<file path="src/design/cis_pkg.sv">
package cis_pkg;

   ////////////////////////////////////////////////////////////////////////////
   // register map, byte addresses of aligned 32-bit words
   localparam logic [31:0] ADDR_SEL_HIGH = 32'h019C_0000;
   localparam logic [31:0] ADDR_SEL_LOW  = 32'h019C_0004;
   localparam logic [31:0] ADDR_STATUS   = 32'h019C_0008;
   localparam logic [31:0] ADDR_MASK     = 32'h019C_000C;

   ////////////////////////////////////////////////////////////////////////////
   // line layout
   localparam int unsigned NUM_LINES      = 16;
   localparam int unsigned FIRST_PROG     = 4;
   localparam int unsigned NUM_PROG       = 12;
   localparam int unsigned FIELDS_PER_REG = 6;
   localparam int unsigned CODE_W         = 5;
   localparam int unsigned NUM_SRC        = 32;
   localparam int unsigned LINE_RESET     = 0;
   localparam int unsigned LINE_NMI       = 1;
   localparam int unsigned LINE_RSVD_A    = 2;
   localparam int unsigned LINE_RSVD_B    = 3;
   localparam int unsigned FIELD_LSB [FIELDS_PER_REG] =
      '{0, 5, 10, 16, 21, 26};
   localparam logic [31:0] SEL_FIELD_MASK = 32'h7FFF_7FFF;

   ////////////////////////////////////////////////////////////////////////////
   // selector codes
   localparam logic [4:0] CODE_HOST_DSP   = 5'h00;
   localparam logic [4:0] CODE_TIMER0     = 5'h01;
   localparam logic [4:0] CODE_TIMER1     = 5'h02;
   localparam logic [4:0] CODE_SDRAM_A    = 5'h03;
   localparam logic [4:0] CODE_GPIO4      = 5'h04;
   localparam logic [4:0] CODE_GPIO5      = 5'h05;
   localparam logic [4:0] CODE_GPIO6      = 5'h06;
   localparam logic [4:0] CODE_GPIO7      = 5'h07;
   localparam logic [4:0] CODE_DMA        = 5'h08;
   localparam logic [4:0] CODE_DBG_DMA    = 5'h09;
   localparam logic [4:0] CODE_DBG_RX     = 5'h0A;
   localparam logic [4:0] CODE_DBG_TX     = 5'h0B;
   localparam logic [4:0] CODE_SER0_TX    = 5'h0C;
   localparam logic [4:0] CODE_SER0_RX    = 5'h0D;
   localparam logic [4:0] CODE_SER1_TX    = 5'h0E;
   localparam logic [4:0] CODE_SER1_RX    = 5'h0F;
   localparam logic [4:0] CODE_GPIO0      = 5'h10;
   localparam logic [4:0] CODE_SER2_TX    = 5'h11;
   localparam logic [4:0] CODE_SER2_RX    = 5'h12;
   localparam logic [4:0] CODE_TIMER2     = 5'h13;
   localparam logic [4:0] CODE_SDRAM_B    = 5'h14;
   localparam logic [4:0] CODE_RSVD_A     = 5'h15;
   localparam logic [4:0] CODE_RSVD_B     = 5'h16;
   localparam logic [4:0] CODE_CELL       = 5'h17;
   localparam logic [4:0] CODE_RSVD_LO    = 5'h18;
   localparam logic [4:0] CODE_RSVD_HI    = 5'h1D;
   localparam logic [4:0] CODE_VITERBI    = 5'h1E;
   localparam logic [4:0] CODE_TURBO      = 5'h1F;

   ////////////////////////////////////////////////////////////////////////////
   // reset values of the selector words
   localparam logic [31:0] SEL_LOW_RST  = {1'b0, CODE_DBG_DMA, CODE_DMA,
      CODE_GPIO7, 1'b0, CODE_GPIO6, CODE_GPIO5, CODE_GPIO4};
   localparam logic [31:0] SEL_HIGH_RST = {1'b0, CODE_TIMER1, CODE_TIMER0,
      CODE_HOST_DSP, 1'b0, CODE_DBG_TX, CODE_DBG_RX, CODE_SDRAM_A};

   ////////////////////////////////////////////////////////////////////////////
   // event status layout: bits 11:0 lines 4..15, bit 12 reserved code
   localparam int unsigned  STAT_W        = 13;
   localparam int unsigned  STAT_BAD_CODE = 12;
   localparam logic [12:0]  STAT_RST      = 13'h0000;

endpackage

</file>
<file path="src/design/cis_sel_if.sv">
`timescale 1ns/1ps
`default_nettype none
interface cis_sel_if;
   logic [31:0] src_vec;
   logic [31:0] sel_low;
   logic [31:0] sel_high;
   logic [11:0] line_hit;
   modport top (output src_vec, output sel_low, output sel_high,
                input line_hit);
   modport mux (input src_vec, input sel_low, input sel_high,
                output line_hit);
endinterface
`default_nettype wire

</file>
<file path="src/design/cis_line_mux.sv">
`timescale 1ns/1ps
`default_nettype none
module cis_line_mux
(
   cis_sel_if.mux sel_bus
);
   genvar i;
   generate
      for (i = 0; i < cis_pkg::NUM_PROG; i++)
      begin : g_line
         localparam int unsigned LSB =
            cis_pkg::FIELD_LSB[i % cis_pkg::FIELDS_PER_REG];
         wire logic [31:0] word;
         wire logic [4:0]  code;
         assign word = (i < cis_pkg::FIELDS_PER_REG) ?
                       sel_bus.sel_low : sel_bus.sel_high;
         assign code = word[LSB +: cis_pkg::CODE_W];
         assign sel_bus.line_hit[i] = sel_bus.src_vec[code];
      end
   endgenerate
endmodule
`default_nettype wire

</file>
<file path="src/design/cis_top.sv">
// Function
// - sixteen CPU lines, line 0 highest priority, line 15 lowest.
// - lines 0-3 fixed: reset, nmi, two reserved lines held low.
// - lines 4-15 maskable, each fed by a 5-bit selector field.
// - high selector word at 019C0000, low selector word at 019C0004.
// - low word fields for lines 4-9; bits 15 and 31 unused.
// - high word fields for lines 10-15 at the same positions.
// - lines 4-7 reset to gpio pin events 4-7.
// - line 8 resets to dma completion, line 9 to debug dma.
// - line 10 sdram refresh A, lines 11-12 debug exchange rx/tx.
// - line 13 host event, 14 timer zero, 15 timer one.
// - codes 0C-0F and 11-12 select serial port events.
// - code 10 gpio zero, 13 timer two, 14 sdram refresh B.
// - code 17 cell interface, 1E viterbi, 1F turbo coprocessor.
`timescale 1ns/1ps
`default_nettype none
module cis_top
(
   input  wire logic        clk,
   input  wire logic        sys_rst,
   input  wire logic [31:0] reg_addr,
   input  wire logic [31:0] reg_wdata,
   input  wire logic        reg_wr,
   input  wire logic        reg_rd,
   output var  logic [31:0] reg_rdata,
   input  wire logic        reset_request,
   input  wire logic        nmi_request,
   input  wire logic        host_dsp_event,
   input  wire logic        timer_zero_event,
   input  wire logic        timer_one_event,
   input  wire logic        timer_two_event,
   input  wire logic        sdram_refresh_event_first,
   input  wire logic        sdram_refresh_event_second,
   input  wire logic [3:0]  gpio_pin_event_four,
   input  wire logic        dma_completion_event,
   input  wire logic        debug_dma_event,
   input  wire logic        debug_exchange_rx_event,
   input  wire logic        debug_exchange_tx_event,
   input  wire logic        serial0_tx_event,
   input  wire logic        serial0_rx_event,
   input  wire logic        serial1_tx_event,
   input  wire logic        serial1_rx_event,
   input  wire logic        serial2_tx_event,
   input  wire logic        serial2_rx_event,
   input  wire logic        gpio_event_zero,
   input  wire logic        cell_interface_event,
   input  wire logic        viterbi_coproc_event,
   input  wire logic        turbo_coproc_event,
   output var  logic [15:0] cpu_int,
   output var  logic        irq
);

   ////////////////////////////////////////////////////////////////////////////
   // registers

   logic [31:0]                  sel_low_reg;
   logic [31:0]                  sel_low_next;
   logic [31:0]                  sel_high_reg;
   logic [31:0]                  sel_high_next;
   logic [cis_pkg::STAT_W-1:0]   status_reg;
   logic [cis_pkg::STAT_W-1:0]   status_next;
   logic [cis_pkg::STAT_W-1:0]   mask_reg;
   logic [cis_pkg::STAT_W-1:0]   mask_next;
   logic [15:0]                  cpu_int_reg;
   logic [15:0]                  cpu_int_next;
   logic [31:0]                  rdata_reg;
   logic [31:0]                  rdata_next;
   logic [3:0]                   pin_meta_reg;
   logic [3:0]                   pin_sync_reg;

   cis_sel_if sel_bus ();

   cis_line_mux u_mux
   (
      .sel_bus (sel_bus)
   );

   ////////////////////////////////////////////////////////////////////////////
   // reserved code detection

   function automatic logic code_reserved(input logic [4:0] c);
      code_reserved = (c == cis_pkg::CODE_RSVD_A) ||
                      (c == cis_pkg::CODE_RSVD_B) ||
                      ((c >= cis_pkg::CODE_RSVD_LO) &&
                       (c <= cis_pkg::CODE_RSVD_HI));
   endfunction

   function automatic logic word_reserved(input logic [31:0] w);
      logic hit;
      hit = 1'b0;
      for (int f = 0; f < cis_pkg::FIELDS_PER_REG; f++)
      begin
         hit = hit | code_reserved(w[cis_pkg::FIELD_LSB[f] +:
                                     cis_pkg::CODE_W]);
      end
      word_reserved = hit;
   endfunction

   ////////////////////////////////////////////////////////////////////////////
   // address decode

   wire logic hit_high;
   wire logic hit_low;
   wire logic hit_status;
   wire logic hit_mask;
   wire logic wr_high;
   wire logic wr_low;
   wire logic wr_status;
   wire logic wr_mask;
   wire logic bad_code_wr;

   assign hit_high   = (reg_addr == cis_pkg::ADDR_SEL_HIGH);
   assign hit_low    = (reg_addr == cis_pkg::ADDR_SEL_LOW);
   assign hit_status = (reg_addr == cis_pkg::ADDR_STATUS);
   assign hit_mask   = (reg_addr == cis_pkg::ADDR_MASK);
   assign wr_high    = reg_wr && hit_high;
   assign wr_low     = reg_wr && hit_low;
   assign wr_status  = reg_wr && hit_status;
   assign wr_mask    = reg_wr && hit_mask;
   assign bad_code_wr = (wr_high || wr_low) && word_reserved(reg_wdata);

   ////////////////////////////////////////////////////////////////////////////
   // event source vector, indexed by selector code

   logic [31:0] src_vec;

   always_comb
   begin
      src_vec = 32'h0000_0000;
      src_vec[cis_pkg::CODE_HOST_DSP] = host_dsp_event;
      src_vec[cis_pkg::CODE_TIMER0]   = timer_zero_event;
      src_vec[cis_pkg::CODE_TIMER1]   = timer_one_event;
      src_vec[cis_pkg::CODE_SDRAM_A]  = sdram_refresh_event_first;
      src_vec[cis_pkg::CODE_GPIO4]    = pin_sync_reg[0];
      src_vec[cis_pkg::CODE_GPIO5]    = pin_sync_reg[1];
      src_vec[cis_pkg::CODE_GPIO6]    = pin_sync_reg[2];
      src_vec[cis_pkg::CODE_GPIO7]    = pin_sync_reg[3];
      src_vec[cis_pkg::CODE_DMA]      = dma_completion_event;
      src_vec[cis_pkg::CODE_DBG_DMA]  = debug_dma_event;
      src_vec[cis_pkg::CODE_DBG_RX]   = debug_exchange_rx_event;
      src_vec[cis_pkg::CODE_DBG_TX]   = debug_exchange_tx_event;
      src_vec[cis_pkg::CODE_SER0_TX]  = serial0_tx_event;
      src_vec[cis_pkg::CODE_SER0_RX]  = serial0_rx_event;
      src_vec[cis_pkg::CODE_SER1_TX]  = serial1_tx_event;
      src_vec[cis_pkg::CODE_SER1_RX]  = serial1_rx_event;
      src_vec[cis_pkg::CODE_SER2_TX]  = serial2_tx_event;
      src_vec[cis_pkg::CODE_SER2_RX]  = serial2_rx_event;
      // gpio zero, timer two, sdram B
      src_vec[cis_pkg::CODE_GPIO0]    = gpio_event_zero;
      src_vec[cis_pkg::CODE_TIMER2]   = timer_two_event;
      src_vec[cis_pkg::CODE_SDRAM_B]  = sdram_refresh_event_second;
      src_vec[cis_pkg::CODE_CELL]     = cell_interface_event;
      src_vec[cis_pkg::CODE_VITERBI]  = viterbi_coproc_event;
      src_vec[cis_pkg::CODE_TURBO]    = turbo_coproc_event;
   end

   assign sel_bus.src_vec  = src_vec;
   assign sel_bus.sel_low  = sel_low_reg;
   assign sel_bus.sel_high = sel_high_reg;

   ////////////////////////////////////////////////////////////////////////////
   // next-state logic

   // low word keeps bits 15 and 31 zero
   assign sel_low_next  = wr_low ? (reg_wdata & cis_pkg::SEL_FIELD_MASK)
                                 : sel_low_reg;
   assign sel_high_next = wr_high ? (reg_wdata & cis_pkg::SEL_FIELD_MASK)
                                  : sel_high_reg;
   assign mask_next     = wr_mask ? reg_wdata[cis_pkg::STAT_W-1:0]
                                  : mask_reg;

   wire logic [cis_pkg::STAT_W-1:0] stat_set;
   wire logic [cis_pkg::STAT_W-1:0] stat_clr;

   assign stat_set = {bad_code_wr, sel_bus.line_hit};
   assign stat_clr = wr_status ? reg_wdata[cis_pkg::STAT_W-1:0]
                               : {cis_pkg::STAT_W{1'b0}};
   // set wins over a same-cycle clear
   assign status_next = (status_reg & ~stat_clr) | stat_set;

   assign cpu_int_next = {sel_bus.line_hit, 1'b0, 1'b0, nmi_request,
                          reset_request};

   wire logic [31:0] rd_value;

   assign rd_value =
      hit_high   ? sel_high_reg :
      hit_low    ? sel_low_reg :
      hit_status ? {{(32-cis_pkg::STAT_W){1'b0}}, status_reg} :
      hit_mask   ? {{(32-cis_pkg::STAT_W){1'b0}}, mask_reg} :
                   32'h0000_0000;
   assign rdata_next = reg_rd ? rd_value : 32'h0000_0000;

   ////////////////////////////////////////////////////////////////////////////
   // flip-flops

   always_ff @(posedge clk)
   begin
      pin_meta_reg <= gpio_pin_event_four;
      pin_sync_reg <= pin_meta_reg;
   end

   always_ff @(posedge clk)
   begin
      if (sys_rst)
      begin
         sel_low_reg  <= cis_pkg::SEL_LOW_RST;
         sel_high_reg <= cis_pkg::SEL_HIGH_RST;
         status_reg   <= cis_pkg::STAT_RST;
         mask_reg     <= cis_pkg::STAT_RST;
         cpu_int_reg  <= 16'h0000;
         rdata_reg    <= 32'h0000_0000;
      end
      else
      begin
         sel_low_reg  <= sel_low_next;
         sel_high_reg <= sel_high_next;
         status_reg   <= status_next;
         mask_reg     <= mask_next;
         cpu_int_reg  <= cpu_int_next;
         rdata_reg    <= rdata_next;
      end
   end

   assign cpu_int   = cpu_int_reg;
   assign reg_rdata = rdata_reg;
   assign irq       = |(status_reg & mask_reg);

   ////////////////////////////////////////////////////////////////////////////
   // checks

   AST_RSVD_LINES_LOW:
   assert property (@(posedge clk) disable iff (sys_rst)
      cpu_int[cis_pkg::LINE_RSVD_B:cis_pkg::LINE_RSVD_A] == 2'b00)
   else $error("reserved cpu lines not low");

   AST_FIXED_NMI:
   assert property (@(posedge clk) disable iff (sys_rst)
      ##1 cpu_int[cis_pkg::LINE_NMI] == $past(nmi_request) &&
          cpu_int[cis_pkg::LINE_RESET] == $past(reset_request))
   else $error("fixed lines do not follow reset and nmi requests");

   AST_LOW_DEFAULT:
   assert property (@(posedge clk)
      sys_rst |=> sel_low_reg == cis_pkg::SEL_LOW_RST)
   else $error("low selector word wrong after reset");

   AST_HIGH_DEFAULT:
   assert property (@(posedge clk)
      sys_rst |=> sel_high_reg == cis_pkg::SEL_HIGH_RST)
   else $error("high selector word wrong after reset");

   AST_UNUSED_BITS:
   assert property (@(posedge clk) disable iff (sys_rst)
      !sel_low_reg[15] && !sel_low_reg[31] && !sel_high_reg[15] &&
      !sel_high_reg[31])
   else $error("unused selector bits set");

   AST_WRITE_HIGH:
   assert property (@(posedge clk) disable iff (sys_rst)
      reg_wr && (reg_addr == cis_pkg::ADDR_SEL_HIGH) |=>
      sel_high_reg == ($past(reg_wdata) & cis_pkg::SEL_FIELD_MASK))
   else $error("high selector write not stored");

   AST_READ_LOW:
   assert property (@(posedge clk) disable iff (sys_rst)
      reg_rd && (reg_addr == cis_pkg::ADDR_SEL_LOW) |=>
      reg_rdata == $past(sel_low_reg) ##1 reg_rdata == 32'h0000_0000 ||
      $past(reg_rd))
   else $error("low selector read data wrong");

   AST_LINE14_FOLLOWS:
   assert property (@(posedge clk) disable iff (sys_rst)
      ##1 cpu_int[14] == $past(src_vec[sel_high_reg[25:21]]))
   else $error("line 14 not fed by its selected source");

   AST_LINE4_GPIO0:
   assert property (@(posedge clk) disable iff (sys_rst)
      sel_low_reg[4:0] == cis_pkg::CODE_GPIO0 && gpio_event_zero
      |=> cpu_int[4])
   else $error("gpio zero not routed to line 4");

   AST_LINE8_DMA:
   assert property (@(posedge clk) disable iff (sys_rst)
      sel_low_reg[25:21] == cis_pkg::CODE_DMA |->
      ##1 cpu_int[8] == $past(dma_completion_event))
   else $error("dma completion not routed to line 8");

   AST_STATUS_STICKY:
   assert property (@(posedge clk) disable iff (sys_rst)
      cpu_int_next[15] |=> status_reg[11] [*2] or
      (status_reg[11] ##1 $past(wr_status)))
   else $error("line 15 event not held in status");

   AST_WRITE_LOW:
   assert property (@(posedge clk) disable iff (sys_rst)
      reg_wr && (reg_addr == cis_pkg::ADDR_SEL_LOW) |=>
      sel_low_reg == ($past(reg_wdata) & cis_pkg::SEL_FIELD_MASK))
   else $error("low selector write not stored");

   AST_RDATA_IDLE:
   assert property (@(posedge clk) disable iff (sys_rst)
      !reg_rd |=> reg_rdata == 32'h0000_0000)
   else $error("read data not zero outside a read");

   AST_LINE10_SDRAM:
   assert property (@(posedge clk) disable iff (sys_rst)
      sel_high_reg[cis_pkg::FIELD_LSB[0] +: cis_pkg::CODE_W] ==
      cis_pkg::CODE_SDRAM_A |->
      ##1 cpu_int[10] == $past(sdram_refresh_event_first))
   else $error("sdram refresh A not routed to line 10");

   AST_LINE11_SER0:
   assert property (@(posedge clk) disable iff (sys_rst)
      sel_high_reg[cis_pkg::FIELD_LSB[1] +: cis_pkg::CODE_W] ==
      cis_pkg::CODE_SER0_TX |->
      ##1 cpu_int[11] == $past(serial0_tx_event))
   else $error("serial 0 transmit not routed to line 11");

   AST_LINE13_HOST:
   assert property (@(posedge clk) disable iff (sys_rst)
      sel_high_reg[cis_pkg::FIELD_LSB[3] +: cis_pkg::CODE_W] ==
      cis_pkg::CODE_HOST_DSP |->
      ##1 cpu_int[13] == $past(host_dsp_event))
   else $error("host event not routed to line 13");

   AST_LINE15_TURBO:
   assert property (@(posedge clk) disable iff (sys_rst)
      sel_high_reg[cis_pkg::FIELD_LSB[5] +: cis_pkg::CODE_W] ==
      cis_pkg::CODE_TURBO |->
      ##1 cpu_int[15] == $past(turbo_coproc_event))
   else $error("turbo coprocessor not routed to line 15");

   AST_STATUS_CLEAR:
   assert property (@(posedge clk) disable iff (sys_rst)
      wr_status && reg_wdata[0] && !sel_bus.line_hit[0] |=>
      !status_reg[0])
   else $error("status bit not cleared by a written one");

endmodule
`default_nettype wire

</file>
<file path="config.mk">
export PLATFORM = sky130hd
export DESIGN_NAME = cis_top
export DESIGN_NICKNAME = d
export VERILOG_FILES = /design/src/design/cis_pkg.sv /design/src/design/cis_sel_if.sv /design/src/design/cis_line_mux.sv /design/src/design/cis_top.sv
export SDC_FILE = /design/constraint.sdc
export NUM_CORES = 1
export LEC_CHECK = 0
export BUFFER_PORTS_ARGS = -buffer_cell sky130_fd_sc_hd__buf_2
export CORE_ASPECT_RATIO = 0.8
export CORE_MARGIN = 1.5
export CORE_UTILIZATION = 43
export CTS_BUF_LIST = sky130_fd_sc_hd__clkbuf_16
export CTS_CLUSTER_DIAMETER = 100
export DETAILED_ROUTE_END_ITERATION = 8
export PLACE_DENSITY = 0.7
export REMOVE_ABC_BUFFERS = 1
export SLEW_MARGIN = 20
export SYNTH_ARGS = -nofsm -noshare
export SYNTH_HDL_FRONTEND = slang
export SYNTH_HIERARCHICAL = 1
export SYNTH_SLANG_ARGS = --single-unit
</file>
<file path="constraint.sdc">
create_clock -name clk -period 2.6 [get_ports clk]
set_clock_uncertainty 0.2 [all_clocks]
set_input_delay 0.52 -clock clk [delete_from_list [all_inputs] [get_ports clk]]
set_output_delay 0.52 -clock clk [all_outputs]
set_load 0.05 [all_outputs]
</file>
* Yosys cells after proc, flatten, opt, wreduce, memory -nomap -nowiden
Index checks and enable logic that the tools add are counted.
** Storage, ports and cells
- Logic and storage cells :: 116
- Output and inout bits :: 49
- Register bits after elaboration :: 142
** Cells by class
- Reductions and logical operators :: 27
- Multiplexer cells :: 29
- Order comparisons :: 24
- Equality and inequality tests :: 16
- Bitwise operators :: 10
** Operators with widths (count)
- equality test 32 x 25 -> 1 bit, second input constant :: 4
- < comparator 5 x 6 -> 1 bit, second input constant :: 12
- two-way mux 31 bit :: 2
- binary-select mux 1 bit (select 5 bit) :: 12
- equality test 5 bit, second input constant :: 12
- two-way mux 13 bit :: 3
- greater-or-equal comparator 5 bit, second input constant :: 6
- <= comparator 5 bit, second input constant :: 6
- AND 13 bit :: 2
- logical OR 1 bit :: 13
- NOT 13 bit :: 1
- bitwise OR 13 bit :: 1
- OR reduction 13 bit :: 1
- two-way mux 1 bit :: 12
- logical AND 1 bit :: 11
- bitwise OR 1 bit :: 5
- OR reduction 5 bit :: 1
- OR reduction 2 bit :: 1
- NOT 1 bit :: 1

* Logic depth before layout (Yosys ltp)
- Depth in word-level cells :: 10
- Depth in mapped cells :: 9
- Gate-level depth less buffers :: 7

* Cells and area by module
The synthesis kept the hierarchy.
** By module, submodules not included
- cis_top :: cells each 561, times used 1, area an instance 5337.6 µm²
- cis_line_mux :: cells each 524, times used 1, area an instance 4058.9 µm²

* Worst setup path before layout
Ideal clock, no wire load.
- Path type :: input-to-reg
- Start point :: in reg_addr[17]
- End point :: reg sel_high_reg[8], in the netlist sel_bus.sel_high[8]
- Path buffers :: 2
- Setup time :: 0.120 ns
- Slack :: 0.380 ns
- Data arrival time :: 1.901 ns
- Cell stages on the path :: 6
- Data required time :: 2.280 ns
- Cell sequence :: nor4_1 nand4_1 or3_1 buf_2 buf_6 a211o_1
** Between the ends
- Cells in the longest elaborated chain, start to end :: 2
** RTL lines
- from (decl) :: RTL line cis_top.sv:21 : input wire logic [31:0] reg_addr,
- equality test 32 x 25 -> 1 bit :: RTL line cis_top.sv:112 : assign hit_high = (reg_addr == cis_pkg::ADDR_SEL_HIGH);
- logical AND 1 bit :: RTL line cis_top.sv:116 : assign wr_high = reg_wr && hit_high;
- to (signal assigned) :: RTL line cis_top.sv:208 : sel_high_reg <= cis_pkg::SEL_HIGH_RST;
- to (signal assigned) :: RTL line cis_top.sv:217 : sel_high_reg <= sel_high_next;
- to (decl) :: RTL line cis_top.sv:58 : logic [31:0] sel_high_reg;
No other way between the ends.
A chain may end at the register's enable or synchronous reset.

* Worst setup path in the final report
- Start point :: reg sel_high_reg[17], in the netlist sel_bus.sel_high[17]
- End point :: reg status_reg[9] in the netlist's numbering
** Between the ends
- Cells in the longest elaborated chain, start to end :: 3
** RTL lines
- binary-select mux 1 bit (select 5 bit) :: RTL line cis_line_mux.sv:18 : assign sel_bus.line_hit[i] = sel_bus.src_vec[code];
- two-way mux 1 bit (implied by the code) :: RTL line cis_line_mux.sv:18
- named net sel_bus.line_hit[9] :: RTL line cis_sel_if.sv:7 : logic [11:0] line_hit;
- bitwise OR 13 bit :: RTL line cis_top.sv:179 : assign status_next = (status_reg & ~stat_clr) | stat_set;
- to (signal assigned) :: RTL line cis_top.sv:209 : status_reg <= cis_pkg::STAT_RST;
- to (signal assigned) :: RTL line cis_top.sv:218 : status_reg <= status_next;
- to (decl) :: RTL line cis_top.sv:60 : logic [cis_pkg::STAT_W-1:0] status_reg;
The timed path passes the listed nets, and every way through them passes these cells. The select of a mux whose other input is x is not followed.

==> impl_metrics.toml <==
[worst_hold_path]
hold_end = "cpu_int[1]$_SDFF_PP0_"
hp-class = "in2reg"
hold_depth = 2
hp-start = "nmi_request"

[placed_design]
dp_slack_ns = -0.0122
place_area_um2 = 10200
dp_hpwl_um = 20800
gp_congestion = 0.915
port_buffers = 136

[sta]
setup_viol = 0
period_minus_slack_ns = 2.46
worst_slew_pin_slew_ns = 0.704
tns_ns = 0
setup_ws_ns = 0.144
slew_viol_final = 0
holdWs_ns = 0.0909
finalCritPeriodShare_pct = 94.4
rsz0062_at_grt = "false"
maxSlewHeadroom_pct = 53.0
max_freq_mhz = 407
hold_viol_final = 0

[final_layout]
mostFrequentLayoutCells = "mux2i_1, nand2_1, dfxtp_1, buf_2, nor2_1"
drive_above_1_share_pct = 18.2
n_fill_cell = 2058
seq_area_um2 = 2770
syn2layout_area_growth_pct = 15.9
final_cell_area_um2 = 10900
multi_input_area_um2 = 6000
final_nets = 1319
final_common_cell = "mux2i_1"

[clock_tree]
postCtsSetupRepairBufs = 0
cts_root_buffer = "clkbuf_16"
clkTransAtPathRegs_ns = 0.06
cts.sinks = 138
numCtsBuffers = 17
insertion_delay_ns = 0.44
htree_levels = 4
cts_buffer_depth = 2
tritoncts = "done"

[floorplan]
die_height_um = 135
fp.dieW_um = 168
io_pins = 143
rows = 48
core_um2 = 21500
start_util_pct = 43.7
die_area_um2 = 22800

[setup_path]
slowest_delay_ns = 0.63
crit_start = "sel_bus.sel_high[17]$_SDFFE_PP0P_"
cp-start-kind = "flop"
reg2reg_slack_ns = 0.14
path_delay_family = "flip-flops"
r2r-start = "sel_bus.sel_high[17]$_SDFFE_PP0P_"
path_cells = "buf_4 > mux2i_1 > a211oi_1 > a311o_1 > nor4b_1 > nor3_1"
r2r_end = "status_reg[9]$_SDFF_PP0_"
cp_max_fo = 10
r2r_cells = 6
crit_slowest_cell = "dfxtp_1"
cp.required_ns = 2.69
worstSetupPathType = "reg2reg"
worst-path-buf-inv = 1
crit_path_end_kind = "flop"
arrival_ns = 2.54

[logic_synthesis]
ys_types = 45
synth_cells = 1085
synth_warnings = 6
syn_area_um2 = 9400
async_flop_share_pct = 0
synth_edf_count = 0
ys_seq_elements = 138
ys_seq_area_share_pct = 29.4
syn_avg_cell_area_um2 = 8.66
yosys_most_used_dff = "dfxtp_1"

[global_route]
grt_pass1_vias = 8262
grt_max_degree = 64
track_usage_pct = 26.3
grt_pass1_wl_um = 46400
grt_remaining_overflow = 0
antenna_found_initial = 1

[drt]
dr.pass1.iters = 6
drtIter0Drc = 1215
wl_per_cell_um = 20.2
wl_um = 30500
drcViolationCount = 0
ant_nets = 0
vias = 9004
vias_per_cell = 5.96

[outcome]
outcome = "finished, final reports clean"

[pwr]
peakVddDrop_uv = 375
powerDensity_nw_per_um2 = 491
p_leak_nw = 4.92
finalPower_mw = 5.34

[flow_run]
cap_violations = 0
## cell usage after synthesis, drive strengths merged, types with 8 or more instances
| library cell | count | area share [%] |
|---|---|---|
| nor2 | 103 | 4.1 |
| a2111oi | 13 | 1.2 |
| nor3 | 15 | 0.85 |
| a311o | 12 | 1.3 |
| nor2b | 38 | 2.5 |
| a211o | 12 | 1.1 |
| nand4b | 14 | 1.3 |
| and2b | 14 | 1.2 |
| and2 | 14 | 0.96 |
| a22oi | 50 | 4.0 |
| nand2 | 136 | 5.4 |
| a211oi | 12 | 0.96 |
| nand3b | 8 | 0.64 |
| mux2i | 254 | 27 |
| buf | 53 | 6.0 |
| a21oi | 61 | 3.2 |
| dfxtp | 138 | 29 |
| nand3 | 29 | 1.5 |
| nor4b | 13 | 1.3 |
| nand2b | 11 | 0.73 |
| clkbuf | 43 | 1.7 |
## power by group
group | switching, mW | leakage, nW | total, mW | internal, mW
combinational | 0.397 | 3.50 | 0.595 | 0.199
sequential | 0.0327 | 1.12 | 2.18 | 2.15
clock | 0.983 | 0.292 | 2.57 | 1.59
total | 1.41 | 4.92 | 5.34 | 3.93
## worst max path at each step
| stage | to | cells after the start |
|---|---|---|
| floorplan | sel_bus.sel_low[11]$_SDFFE_PP1P_ | 5 |
| global placement | reg_rdata[10]$_SDFF_PP0_ | 8 |
| detailed placement | reg_rdata[10]$_SDFF_PP0_ | 8 |
| CTS | irq | 4 |
| global route | status_reg[6]$_SDFF_PP0_ | 8 |
| finish | status_reg[9]$_SDFF_PP0_ | 6 |
## area by class of cell
type | count | area share (%)
antenna | 1 | 0.0230
clock buffer | 17 | 3.90
clock inverter | 13 | 1.63
inverter | 6 | 0.207
multi-input combinational | 872 | 55.0
sequential | 138 | 25.4
tap | 275 | 3.16
timing repair buffer | 190 | 10.7
## stage by stage
stage,util [%],instances
2_1_floorplan,-,1016
3_3_place_gp,47.7,1477
3_5_place_dp,47.7,1477
4_1_cts,50.6,1511
5_1_grt,50.7,1511
6_report,50.7,1512
## logic make-up (layout without fill, tap and decap cells)
group,Yosys count,count (layout),synth area share [%]
simple gates,419,419,22.7
compound gates,171,171,12.8
mux,254,254,27.1
other cells,1,29,0.0399
flops,138,138,29.4
buf+inv,102,226,7.99
## timing repair
action                                  in CTS  in global routing
hold endpoints to repair                     4                  0
resized for setup                            0                  2
hold buffers                                 4                  0
endpoints found under the setup margin       0                  2
## layer usage
metal | global-route usage [%] | wire, µm
met3 | 5.73 | 2960
met5 | 0 | 0
met1 | 36.8 | 13800
met4 | 8.28 | 592
met2 | 40.4 | 13100
No activity file was read; power rests on OpenSTA's default activity.
